File: config.mk
export PLATFORM = sky130hd
export DESIGN_NAME = smtc_core
export DESIGN_NICKNAME = d
export VERILOG_FILES = /design/src/rtl/smtc_pkg.sv /design/src/rtl/smtc_core.sv /design/src/rtl/smtc_pins.sv
export VERILOG_INCLUDE_DIRS = /design/src /design/src/rtl
export SDC_FILE = /design/constraint.sdc
export NUM_CORES = 1
export LEC_CHECK = 0
export BUFFER_PORTS_ARGS = -buffer_cell sky130_fd_sc_hd__buf_2
export CORE_UTILIZATION = 33
export CTS_CLUSTER_DIAMETER = 80
export DETAILED_ROUTE_END_ITERATION = 12
export PLACE_DENSITY_LB_ADDON = 0.3
export REMOVE_ABC_BUFFERS = 1
export SLEW_MARGIN = 10
export SYNTH_ARGS = -nofsm -noshare
export SYNTH_HDL_FRONTEND = slang
export SYNTH_SLANG_ARGS = --single-unit
File: constraint.sdc
create_clock -name mclk -period 3.95 [get_ports mclk]
set_clock_uncertainty 0.2 [all_clocks]
set_input_delay 0.5925 -clock mclk [delete_from_list [all_inputs] [get_ports mclk]]
set_output_delay 0.5925 -clock mclk [all_outputs]
set_load 0.02 [all_outputs]
File: src/rtl/smtc_defines.svh
// Constants for the serial master transaction core
`ifndef SMTC_DEFINES_SVH
`define SMTC_DEFINES_SVH

// System clock period in ps and serial clock period in ns
`define SMTC_CLK_PERIOD_PS 5000
`define SMTC_SCK_PERIOD_NS 125
// Half serial clock period in system cycles, rounded down
`define SMTC_SCK_HALF_CYC \
  ((`SMTC_SCK_PERIOD_NS * 1000) / (2 * `SMTC_CLK_PERIOD_PS))
`define SMTC_CNT_W 16
`define SMTC_PSEL_W 5
`define SMTC_MOSI_IDLE 1'b0
`define SMTC_BIT_LAST 3'h7

`endif

File: src/rtl/smtc_pkg.sv
// Types shared by the serial master transaction core
`include "smtc_defines.svh"
package smtc_pkg;

  // Bit 1 is the clock polarity, bit 0 the clock phase
  typedef enum logic [1:0] {
    bus_mode_zero,
    bus_mode_one,
    bus_mode_two,
    bus_mode_three
  } smtc_mode_e;

  typedef struct packed {
    smtc_mode_e mode;
    logic       lsb_first;
  } smtc_cfg_s;

  typedef struct packed {
    logic [`SMTC_PSEL_W-1:0] sck;
    logic [`SMTC_PSEL_W-1:0] mosi;
    logic [`SMTC_PSEL_W-1:0] miso;
  } smtc_psel_s;

  typedef struct packed {
    logic transmit_done_event;
    logic receive_done_event;
    logic end_event;
    logic stopped_event;
  } smtc_evt_s;

  typedef enum logic [1:0] {
    s_idle,
    s_load,
    s_shift,
    s_halt
  } smtc_state_e;

endpackage
File: src/rtl/smtc_core.sv
// Serial master transaction core: byte shifter, sequencing, events
// Operation
// - Modes zero to three; polarity is mode bit 1, phase bit 0.
// - No chip select output; software selects slaves via other pins.
// - Start task begins a transaction; stop task ends it.
// - Transmit done fires after the transmit byte limit is shifted out.
// - Receive done fires after the receive byte limit is received.
// - End event fires once both done events have occurred.
// - Stop task halts the master, then the stopped event fires.
// - Receive done fires at the stop if still outstanding.
// - Transmit done fires at the stop if still outstanding.
// - Every byte shifted out has one byte shifted in alongside.
// - Clock, data out and data in go to the selected pins.
// - Clock and data-out pin selections act only while enabled; data in is always selected.
`timescale 1ns/1ps
`include "smtc_defines.svh"
module smtc_core
  import smtc_pkg::*;
#(
  parameter int       CW   = `SMTC_CNT_W,
  parameter int       PW   = `SMTC_PSEL_W,
  parameter bit [7:0] HALF = 8'(`SMTC_SCK_HALF_CYC)
) (
  input  logic               mclk,
  input  logic               nrst,
  input  logic               enable,
  input  logic               start_task,
  input  logic               stop_task,
  input  smtc_cfg_s          cfg,
  input  smtc_psel_s         psel,
  input  logic [CW-1:0]      transmit_byte_limit,
  input  logic [CW-1:0]      receive_byte_limit,
  input  logic [7:0]         over_read_char,
  input  logic [7:0]         tx_data,
  input  logic               tx_valid,
  output logic               tx_take,
  output logic [7:0]         rx_data,
  output logic               rx_valid,
  output smtc_evt_s          evt,
  input  logic [(1<<PW)-1:0] pin_in,
  output logic [(1<<PW)-1:0] pin_out,
  output logic [(1<<PW)-1:0] pin_oe_n
);

  smtc_state_e   state;
  smtc_mode_e    mode_q;
  logic          lsb_q;
  logic [7:0]    hcnt;
  logic          sck_act;
  logic [2:0]    bitn;
  logic [7:0]    tsr;
  logic [7:0]    rsr;
  logic          mosi_q;
  logic [CW-1:0] bcnt;
  logic [CW-1:0] bcnt_nx;
  logic [CW-1:0] txlim_q;
  logic [CW-1:0] rxlim_q;
  logic          in_txn;
  logic          txd;
  logic          rxd;
  logic          miso_s;
  logic          sck_lvl;
  logic          start_ok;
  logic          halt_req;
  logic          tx_more;
  logic          tx_fire;
  logic          rx_fire;
  logic [7:0]    load_byte;
  logic [7:0]    rx_now;

  function automatic logic [7:0] rev8(input logic [7:0] b);
    for (int i = 0; i < 8; i++) begin
      rev8[i] = b[7-i];
    end
  endfunction

  function automatic logic [CW-1:0] lim_max(input logic [CW-1:0] a,
                                             input logic [CW-1:0] b);
    lim_max = (a > b) ? a : b;
  endfunction

  assign start_ok = enable && start_task && !stop_task
                    && state == s_idle;
  assign halt_req = stop_task || !enable;
  assign tx_more  = bcnt < txlim_q;
  assign bcnt_nx  = bcnt + 1'b1;
  // Past the transmit limit the over-read character fills the byte
  assign load_byte = lsb_q ? rev8(tx_more ? tx_data : over_read_char)
                           : (tx_more ? tx_data : over_read_char);
  assign rx_now = mode_q[0] ? {rsr[6:0], miso_s} : rsr;
  // Idle clock follows the live polarity so it is right before start
  assign sck_lvl = (state == s_idle ? cfg.mode[1] : mode_q[1])
                   ^ sck_act;

  // Sequencer and shifter
  always_ff @(posedge mclk) begin
    if (!nrst) begin
      state    <= s_idle;
      mode_q   <= bus_mode_zero;
      lsb_q    <= 1'b0;
      hcnt     <= 8'h00;
      sck_act  <= 1'b0;
      bitn     <= 3'h0;
      tsr      <= 8'h00;
      rsr      <= 8'h00;
      mosi_q   <= `SMTC_MOSI_IDLE;
      bcnt     <= '0;
      txlim_q  <= '0;
      rxlim_q  <= '0;
      tx_take  <= 1'b0;
      rx_data  <= 8'h00;
      rx_valid <= 1'b0;
    end else begin
      tx_take  <= 1'b0;
      rx_valid <= 1'b0;
      unique case (state)
        s_idle: begin
          if (stop_task) begin
            state <= s_halt;
          end else if (start_ok) begin
            mode_q  <= cfg.mode;
            lsb_q   <= cfg.lsb_first;
            txlim_q <= transmit_byte_limit;
            rxlim_q <= receive_byte_limit;
            bcnt    <= '0;
            if (lim_max(transmit_byte_limit, receive_byte_limit) != '0) begin
              state <= s_load;
            end
          end
        end
        s_load: begin
          if (halt_req) begin
            state <= s_halt;
          end else if (!tx_more || tx_valid) begin
            // Stalls here while the source has no byte ready
            tx_take <= tx_more;
            if (!mode_q[0]) begin
              mosi_q <= load_byte[7];
              tsr    <= {load_byte[6:0], 1'b0};
            end else begin
              tsr <= load_byte;
            end
            hcnt    <= 8'h00;
            sck_act <= 1'b0;
            bitn    <= 3'h0;
            state   <= s_shift;
          end
        end
        s_shift: begin
          if (halt_req) begin
            sck_act <= 1'b0;
            mosi_q  <= `SMTC_MOSI_IDLE;
            state   <= s_halt;
          end else if (hcnt == HALF - 8'h01) begin
            hcnt    <= 8'h00;
            sck_act <= !sck_act;
            if (!sck_act) begin
              if (mode_q[0]) begin
                mosi_q <= tsr[7];
                tsr    <= {tsr[6:0], 1'b0};
              end else begin
                rsr <= {rsr[6:0], miso_s};
              end
            end else begin
              if (mode_q[0]) begin
                rsr <= {rsr[6:0], miso_s};
              end else if (bitn != `SMTC_BIT_LAST) begin
                mosi_q <= tsr[7];
                tsr    <= {tsr[6:0], 1'b0};
              end
              bitn <= bitn + 3'h1;
              if (bitn == `SMTC_BIT_LAST) begin
                rx_data  <= lsb_q ? rev8(rx_now) : rx_now;
                rx_valid <= bcnt < rxlim_q;
                bcnt     <= bcnt_nx;
                if (bcnt_nx >= lim_max(txlim_q, rxlim_q)) begin
                  mosi_q <= `SMTC_MOSI_IDLE;
                  state  <= s_idle;
                end else begin
                  state <= s_load;
                end
              end
            end
          end else begin
            hcnt <= hcnt + 8'h01;
          end
        end
        s_halt: begin
          sck_act <= 1'b0;
          mosi_q  <= `SMTC_MOSI_IDLE;
          state   <= s_idle;
        end
      endcase
    end
  end

  assign tx_fire = in_txn && !txd
                   && (bcnt >= txlim_q || state == s_halt);
  assign rx_fire = in_txn && !rxd
                   && (bcnt >= rxlim_q || state == s_halt);

  // Transaction events
  always_ff @(posedge mclk) begin
    if (!nrst) begin
      in_txn <= 1'b0;
      txd    <= 1'b0;
      rxd    <= 1'b0;
      evt    <= '0;
    end else begin
      evt <= '0;
      if (start_ok) begin
        in_txn <= 1'b1;
        txd    <= 1'b0;
        rxd    <= 1'b0;
      end else begin
        if (tx_fire) begin
          txd                     <= 1'b1;
          evt.transmit_done_event <= 1'b1;
        end
        if (rx_fire) begin
          rxd                    <= 1'b1;
          evt.receive_done_event <= 1'b1;
        end
        if (in_txn && txd && rxd) begin
          in_txn        <= 1'b0;
          evt.end_event <= 1'b1;
        end
        if (state == s_halt) begin
          evt.stopped_event <= 1'b1;
        end
      end
    end
  end

  smtc_pins #(
    .PW (PW)
  ) u_pins (
    .mclk     (mclk),
    .nrst     (nrst),
    .enable   (enable),
    .psel     (psel),
    .sck_lvl  (sck_lvl),
    .mosi_lvl (mosi_q),
    .pin_in   (pin_in),
    .pin_out  (pin_out),
    .pin_oe_n (pin_oe_n),
    .miso_s   (miso_s)
  );
endmodule

File: src/rtl/smtc_pins.sv
// Pin routing and input synchronisers of the serial master
`timescale 1ns/1ps
`include "smtc_defines.svh"
module smtc_pins
  import smtc_pkg::*;
#(
  parameter int PW = `SMTC_PSEL_W
) (
  input  logic               mclk,
  input  logic               nrst,
  input  logic               enable,
  input  smtc_psel_s         psel,
  input  logic               sck_lvl,
  input  logic               mosi_lvl,
  input  logic [(1<<PW)-1:0] pin_in,
  output logic [(1<<PW)-1:0] pin_out,
  output logic [(1<<PW)-1:0] pin_oe_n,
  output logic               miso_s
);

  localparam int NPIN = 1 << PW;

  logic [NPIN-1:0] sync1;
  logic [NPIN-1:0] sync2;

  // Only clock and data out are ever driven; no select line exists
  always_ff @(posedge mclk) begin
    if (!nrst) begin
      pin_out  <= '0;
      pin_oe_n <= '1;
    end else begin
      for (int i = 0; i < NPIN; i++) begin
        pin_out[i]  <= 1'b0;
        pin_oe_n[i] <= 1'b1;
        if (enable && psel.sck == PW'(i)) begin
          pin_out[i]  <= sck_lvl;
          pin_oe_n[i] <= 1'b0;
        end
        if (enable && psel.mosi == PW'(i)) begin
          pin_out[i]  <= mosi_lvl;
          pin_oe_n[i] <= 1'b0;
        end
      end
    end
  end

  // Every pin is synchronised so the data-in choice needs no resync
  always_ff @(posedge mclk) begin
    if (!nrst) begin
      sync1 <= '0;
      sync2 <= '0;
    end else begin
      sync1 <= pin_in;
      sync2 <= sync1;
    end
  end

  assign miso_s = sync2[psel.miso];
endmodule

After elaboration in Yosys (flattened, before gate mapping)
Index checks and enable logic that the tools add are counted.

word-level totals
  bits in registers = 227
  input bits = 104
  output and inout bits = 78
  word-level logic and storage cells = 440

cells by class
  add/sub/neg operators = 3
  order comparisons = 8
  equal/unequal tests = 88
  muxes and demuxes = 201
  bitwise logic cells = 10
  reduce and logical (&&, ||, !) cells = 104

operator list
  operator               number
  $eq 5x5->1 const B     32
  $mux 1                 152
  $mux 8                 19
  $mux 16                8
  $eq 5x4->1 const B     16
  $logic_and 1x1->1      73
  $ge 16x16->1           3
  $eq 5x3->1 const B     8
  $gt 16x16->1           2
  $lt 16x16->1           2
  $pmux 16 s2            1
  $pmux 8 s2             2
  $ne 3x3->1 const B     9
  $eq 5x2->1 const B     4
  $mux 2                 9
  $ne 2x2->1 const B     9
  $reduce_and 6->1       3
  $add 16x1->16 const B  1
  $reduce_bool 16->1     1
  $mux 3                 5
  $reduce_and 4->1       3
  $eq 5x1->1 const B     2
  $logic_not 5->1        2
  $not 1->1              9
  other kinds (27)       39

Longest topological paths before layout
  depth in word-level cells = 9
  depth in mapped cells = 18
  mapped depth without buffers = 17

Cells and area by module
A second synthesis with hierarchy kept.

second synthesis, totals
  cells, all modules = 1342
  area total of the unflattened synthesis = 11521.0 um^2

modules (own cells, without submodules)
  module     instances  cells an instance  area an instance (um^2)  sequential area each (um^2)
  smtc_core  1          847                6881.6                   1981.9
  smtc_pins  1          495                4639.4                   2562.5

Worst setup path before layout
OpenSTA, ideal clock, no wires.

  path kind = register -> register
  start point = reg rxlim_q[9]
  end point = reg state[0]
  setup time = 0.101 ns
  arrival time = 3.590 ns
  required time = 3.649 ns
  setup slack = 0.059 ns
  stages on the path, launching flop included = 18
  buffers on the path = 1
  period minus slack after synthesis = 3.891 ns
  cells stage by stage = dfxtp_1 inv_1 ha_1 a21o_1 a21o_1 a21oi_1 o21ai_0 o221ai_1 a21oi_1 buf_2 mux2i_1 ha_1 or4_1 o211ai_1 a21oi_1 nor3_1 a211oi_1 o41ai_1

on the way
  cells in the longest elaborated chain, start to end = 9

ends and longest elaborated chain
  element                 RTL line          RTL
  start, declared         smtc_core.sv:57   logic [CW-1:0] rxlim_q;
  start signal, assigned  smtc_core.sv:124  rxlim_q <= receive_byte_limit;
  $gt 16x16->1            smtc_core.sv:79   lim_max = (a > b) ? a : b;
  $mux 16 (*)             smtc_core.sv:79
  $ge 16x16->1 (*)        smtc_core.sv:176  if (bcnt_nx >= lim_max(txlim_q, rxlim_q)) begin
  $mux 1 (*)              smtc_core.sv:176
  $mux 2 (*)              smtc_core.sv:172  if (bitn == `SMTC_BIT_LAST) begin
  $mux 2 (*)              smtc_core.sv:157  if (!sck_act) begin
  $mux 2 (*)              smtc_core.sv:154  end else if (hcnt == HALF - 8'h01) begin
  $mux 2 (*)              smtc_core.sv:150  if (halt_req) begin
  $pmux 2 s4 (*)          smtc_core.sv:116  unique case (state)
  end signal, assigned    smtc_core.sv:119  state <= s_halt;
  end signal, assigned    smtc_core.sv:127  state <= s_load;
  end signal, assigned    smtc_core.sv:153  state <= s_halt;
  end, declared           smtc_core.sv:45   smtc_state_e state;

Every way passes the cells marked *; elsewhere a longest branch is shown, timed or not. The select of a mux whose other input is x is not followed.
A chain may end at the register's enable or synchronous reset.

Worst setup path after layout
  start point = reg rxlim_q[15]
  end point = reg state[0]

The elaborated chain is that of the path after synthesis.

==> metrics.md <==
| Metric | Value |
|---|---|
| Kind of critical path | reg -> reg |
| Dpl cell area | 12640 um2 |
| Count of unique library cells instantiated by Yosys | 54 |
| Area growth, synth to finish | 21.32% |
| Clock insertion delay at the later pin of the skew report | 0.54 ns |
| Outcome | complete, no violations |
| Async S/R FF share, synth | 0% |
| Core footprint | 33450 um2 |
| Total power density per cell area | 422.6 nW/um2 |
| Die Span Y | 186.3 um |
| Worst hold-check path type | in -> reg |
| Final ANT Viol Nets | 0 |
| Leakage | 5.582 nW |
| Pin count of the biggest net entering global routing | 97 |
| DIE WIDTH | 186.3 um |
| Final Hold Vio Count | 0 |
| Ports placed on the boundary | 182 |
| Number of levels in the clock H-tree | 1 |
| Worst-case vdd ir drop | 0.3143 mV |
| Wire length per cell | 15.59 um |
| Number of endpoints failing setup at the final stage | 0 |
| Violation count after the first detailed-routing iteration | 585 |
| Net count, final | 1660 |
| Slew @ Worst Pin | 0.9215 ns |
| CTS Root Buffer Type | sky130_fd_sc_hd__clkbuf_16 |
| Initial antenna violation count | 0 |
| Switching power share of the total | 25.96% |
| Arrival time at the worst endpoint | 3.90 ns |
| Die area | 34710 um2 |
| Multi-input logic area | 6255 um2 |
| Vias in the first global route | 9403 |
| Critical path data required time | 4.18 ns |
| Finished layout cell area | 13600 um2 |
| First-pass GRT wire length | 49160 um |
| Hold-critical path depth | 2 |
| Clock power share | 44.3% |
| Dpl hpwl | 21840 um |
| FP Rows | 67 |
| CTS tree | built |
| Startpoint of the lowest-slack register-to-register path | rxlim_q[15] |
| Timing-limited maximum frequency | 272.6 MHz |
| Post-CTS setup buffer count | 0 |
| Routing layer with the top usage in global route | met2 |
| RD Place Congestion | 0.8743 |
| Final max-slew violation count | 0 |
| Port-buffer cells | 181 |
| Register area share after synthesis | 40.54% |
| M3 GR Usage | 3.273% |
| Post-synth EDFFs | 0 |
| Setup repair after global routing missed its margin | no |
| End of the worst register-to-register path | state[0] |
| Sequential share of power | 41.6% |
| Number of maximum-capacitance constraint violations | 0 |
| Mapped Area | 11210 um2 |
| Share of power burned in combinational logic | 14.1% |
| Critical Path Fanout Max | 6 |
| # DRC | 0 |
| Internal power consumption | 4.256 mW |
| Count of TritonRoute iterations in the first routing pass | 5 |
| Startpoint of the worst hold path | pin_in[15] |
| GR Util All Layers | 17.20% |
| Endpoint kind of the worst setup timing path | flip-flop |
| Clock transition at the registers of the reported paths | 0.06 ns |
| R2R setup slack | 0.28 ns |
| Max Buffers Root-to-Sink | 3 |
| Count of vias placed by the detailed router | 9632 |
| DR vias/cell | 4.973 |
| Flip-flop and latch count after synthesis | 227 |
| Switching power | 1.492 mW |
| Worst hold path endpoint | u_pins.sync1[15] |
| Critical path startpoint category | flip-flop |
| Storage element area | 4544 um2 |
| Share of post-route cells with drive strength above 1 | 19.61% |
| Wire length after detailed routing | 30200 um |
| Most common flop cell mapped by yosys | sky130_fd_sc_hd__dfxtp_1 |
| Remaining Overflow, GRT | 0 |
| Ant diodes | 0 |
| Fill cell instance count of the final layout | 3355 |
| GR Util met2 | 28.80% |
| Slew HR | 38.06% |
| Worst setup path startpoint | rxlim_q[15] |
| Number of standard cells after synthesis | 1301 |
| Average cell area after synthesis | 8.617 um2 |
| Total CTS buffers | 26 |
| Synthesis warning total | 0 |
| Power consumption | 5.748 mW |
| Final period util | 92.88% |
| Post-place setup slack | -0.04976 ns |
| Setup_tns | 0 ns |
| Final worst slack | 0.2813 ns |
| Initial cell density of the core | 33.52% |
| Final critical path time including I/O delays and setup | 3.669 ns |
| CTS Sinks | 227 |
| Hold-fix buffers, CTS | 0 |
| Number of cells on the worst reg-to-reg path | 16 |
| GR Layer Usage met1 | 22.17% |
[cell usage after synthesis (2+ instances only)]
cell / n / area share [%]
sky130_fd_sc_hd__o221ai_1: 7 / 0.55
sky130_fd_sc_hd__xnor2_1: 10 / 0.78
sky130_fd_sc_hd__and2_1: 68 / 3.8
sky130_fd_sc_hd__a31oi_1: 6 / 0.33
sky130_fd_sc_hd__or2_2: 3 / 0.17
sky130_fd_sc_hd__mux2i_1: 33 / 2.9
sky130_fd_sc_hd__a21oi_1: 90 / 4.0
sky130_fd_sc_hd__nand2_1: 183 / 6.1
sky130_fd_sc_hd__mux4_2: 24 / 4.8
sky130_fd_sc_hd__xor2_1: 9 / 0.70
sky130_fd_sc_hd__o211ai_1: 6 / 0.40
sky130_fd_sc_hd__buf_2: 4 / 0.18
sky130_fd_sc_hd__inv_1: 63 / 2.1
sky130_fd_sc_hd__a31o_2: 2 / 0.16
sky130_fd_sc_hd__nand3_1: 26 / 1.2
sky130_fd_sc_hd__mux2_2: 3 / 0.30
sky130_fd_sc_hd__a211oi_1: 8 / 0.54
sky130_fd_sc_hd__o21a_1: 7 / 0.47
sky130_fd_sc_hd__a22oi_1: 8 / 0.54
sky130_fd_sc_hd__o211a_1: 2 / 0.18
sky130_fd_sc_hd__o41ai_1: 2 / 0.16
sky130_fd_sc_hd__and4_1: 3 / 0.23
sky130_fd_sc_hd__clkbuf_1: 54 / 1.8
sky130_fd_sc_hd__nor3_1: 13 / 0.58
sky130_fd_sc_hd__ha_1: 84 / 9.4
sky130_fd_sc_hd__a2111oi_0: 2 / 0.16
sky130_fd_sc_hd__nand4_1: 16 / 0.89
sky130_fd_sc_hd__a41oi_1: 2 / 0.16
sky130_fd_sc_hd__nand3b_1: 3 / 0.20
sky130_fd_sc_hd__nor2_1: 117 / 3.9
sky130_fd_sc_hd__nand2b_1: 9 / 0.50
sky130_fd_sc_hd__buf_1: 5 / 0.17
sky130_fd_sc_hd__or4_1: 5 / 0.33
sky130_fd_sc_hd__nor2b_1: 18 / 1.0
sky130_fd_sc_hd__a22o_1: 3 / 0.23
sky130_fd_sc_hd__nor4_1: 21 / 1.2
sky130_fd_sc_hd__o21ai_0: 97 / 4.3
sky130_fd_sc_hd__and3_1: 8 / 0.45
sky130_fd_sc_hd__a21boi_0: 29 / 1.9
sky130_fd_sc_hd__dfxtp_1: 227 / 41
sky130_fd_sc_hd__a21o_1: 8 / 0.54
[worst max-delay path by stage]
stage | cells after the start | endpoint | slack, ns
finish | 16 | state[0] | 0.28
global route | 16 | state[0] | 0.04
CTS | 16 | state[0] | 0.07
detailed placement | 16 | state[0] | -0.05
global placement | 16 | state[0] | 0.1
floorplan | 17 | state[0] | -0.42
[stage by stage]
| stage | hold WS [ns] | cells | util [%] |
|---|---|---|---|
| 5_1_grt | 0.03260 | 1937 | 40.66 |
| 4_1_cts | 0.02529 | 1937 | 40.57 |
| 3_5_place_dp | 0.2196 | 1892 | 37.80 |
| 3_3_place_gp | 0.2173 | 1892 | 37.80 |
| 6_report | 0.05543 | 1937 | 40.66 |
| 2_1_floorplan | 0.2118 | 1238 | - |
[logic make-up after synthesis]
kind of cell	count (synthesis)	synth area share [%]
compound gates	289	15.50
xor+xnor	19	1.484
fa+ha+maj	84	9.375
buf+inv	126	4.263
flops	227	40.54
mux	60	8.069
simple gates	496	20.77
[worst max-delay path: stages, from the launching register on]
cell,delay (ns)
sky130_fd_sc_hd__dfxtp_1,0.35
sky130_fd_sc_hd__inv_1,0.10
sky130_fd_sc_hd__ha_4,0.24
sky130_fd_sc_hd__a22o_1,0.26
sky130_fd_sc_hd__a2111oi_4,0.34
sky130_fd_sc_hd__o21ai_2,0.12
sky130_fd_sc_hd__o221ai_2,0.16
sky130_fd_sc_hd__a21oi_2,0.07
sky130_fd_sc_hd__buf_4,0.17
sky130_fd_sc_hd__mux2i_1,0.14
sky130_fd_sc_hd__ha_1,0.22
sky130_fd_sc_hd__or4_1,0.52
sky130_fd_sc_hd__o211ai_1,0.10
sky130_fd_sc_hd__a21oi_1,0.08
sky130_fd_sc_hd__nor3_1,0.16
sky130_fd_sc_hd__a211oi_1,0.10
sky130_fd_sc_hd__o41ai_1,0.23
[flip-flops by register name, summed over array words and instances (netlist names)]
name             flops
txd                  1
txlim_q             16
rx_data              8
rx_valid             1
lsb_q                1
bitn                 3
mosi_q               1
sck_act              1
u_pins.pin_oe_n     32
evt                  4
bcnt                16
tsr                  8
tx_take              1
in_txn               1
u_pins.pin_out      32
rsr                  8
hcnt                 8
rxlim_q             16
rxd                  1
u_pins.sync1        32
state                2
mode_q               2
u_pins.sync2        32
[cells in the final DEF (no fill, tap or decap), types with 33 or more instances in the layout]
cell type,netlist,final
sky130_fd_sc_hd__a21oi_1,90,89
sky130_fd_sc_hd__inv_1,63,63
sky130_fd_sc_hd__nor2_1,117,116
sky130_fd_sc_hd__buf_2,4,180
sky130_fd_sc_hd__mux2i_1,33,33
sky130_fd_sc_hd__nand2_1,183,183
sky130_fd_sc_hd__ha_1,84,83
sky130_fd_sc_hd__and2_1,68,68
sky130_fd_sc_hd__dfxtp_1,227,227
sky130_fd_sc_hd__o21ai_0,97,96
[layer usage]
| metal | share of wire, % | vias up |
|---|---|---|
| met3 | 6.1 | 49 |
| met2 | 46 | 269 |
| met4 | 2.9 | 0 |
| met5 | 0 | - |
| met1 | 45 | 4446 |
| li1 | - | 4868 |
[area by class of cell]
| type | instances | share of cell area (%) |
|---|---|---|
| Clock buffer | 31 | 5.069 |
| Multi-Input combinational cell | 948 | 45.99 |
| Timing Repair Buffer | 206 | 8.059 |
| Inverter | 63 | 1.739 |
| Sequential cell | 227 | 33.41 |
| Clock inverter | 14 | 1.610 |
| Tap cell | 448 | 4.121 |
[timing repair]
item / CTS / global route
setup endpoints to repair: 1 / 3
resized for setup: 4 / 5
pin swaps: 3 / 4
[power groups by stage]
stage / Combinational, mW / Sequential [mW] / Clock, mW
final: 0.811 / 2.39 / 2.54
after global routing: 0.897 / 2.40 / 2.71
after CTS: 0.802 / 2.39 / 2.61
after detailed placement: 0.794 / 2.44 / 0
after global placement: 0.783 / 2.44 / 0
after floorplan: 0.476 / 2.45 / 0
(Power assumes the default switching activity.)
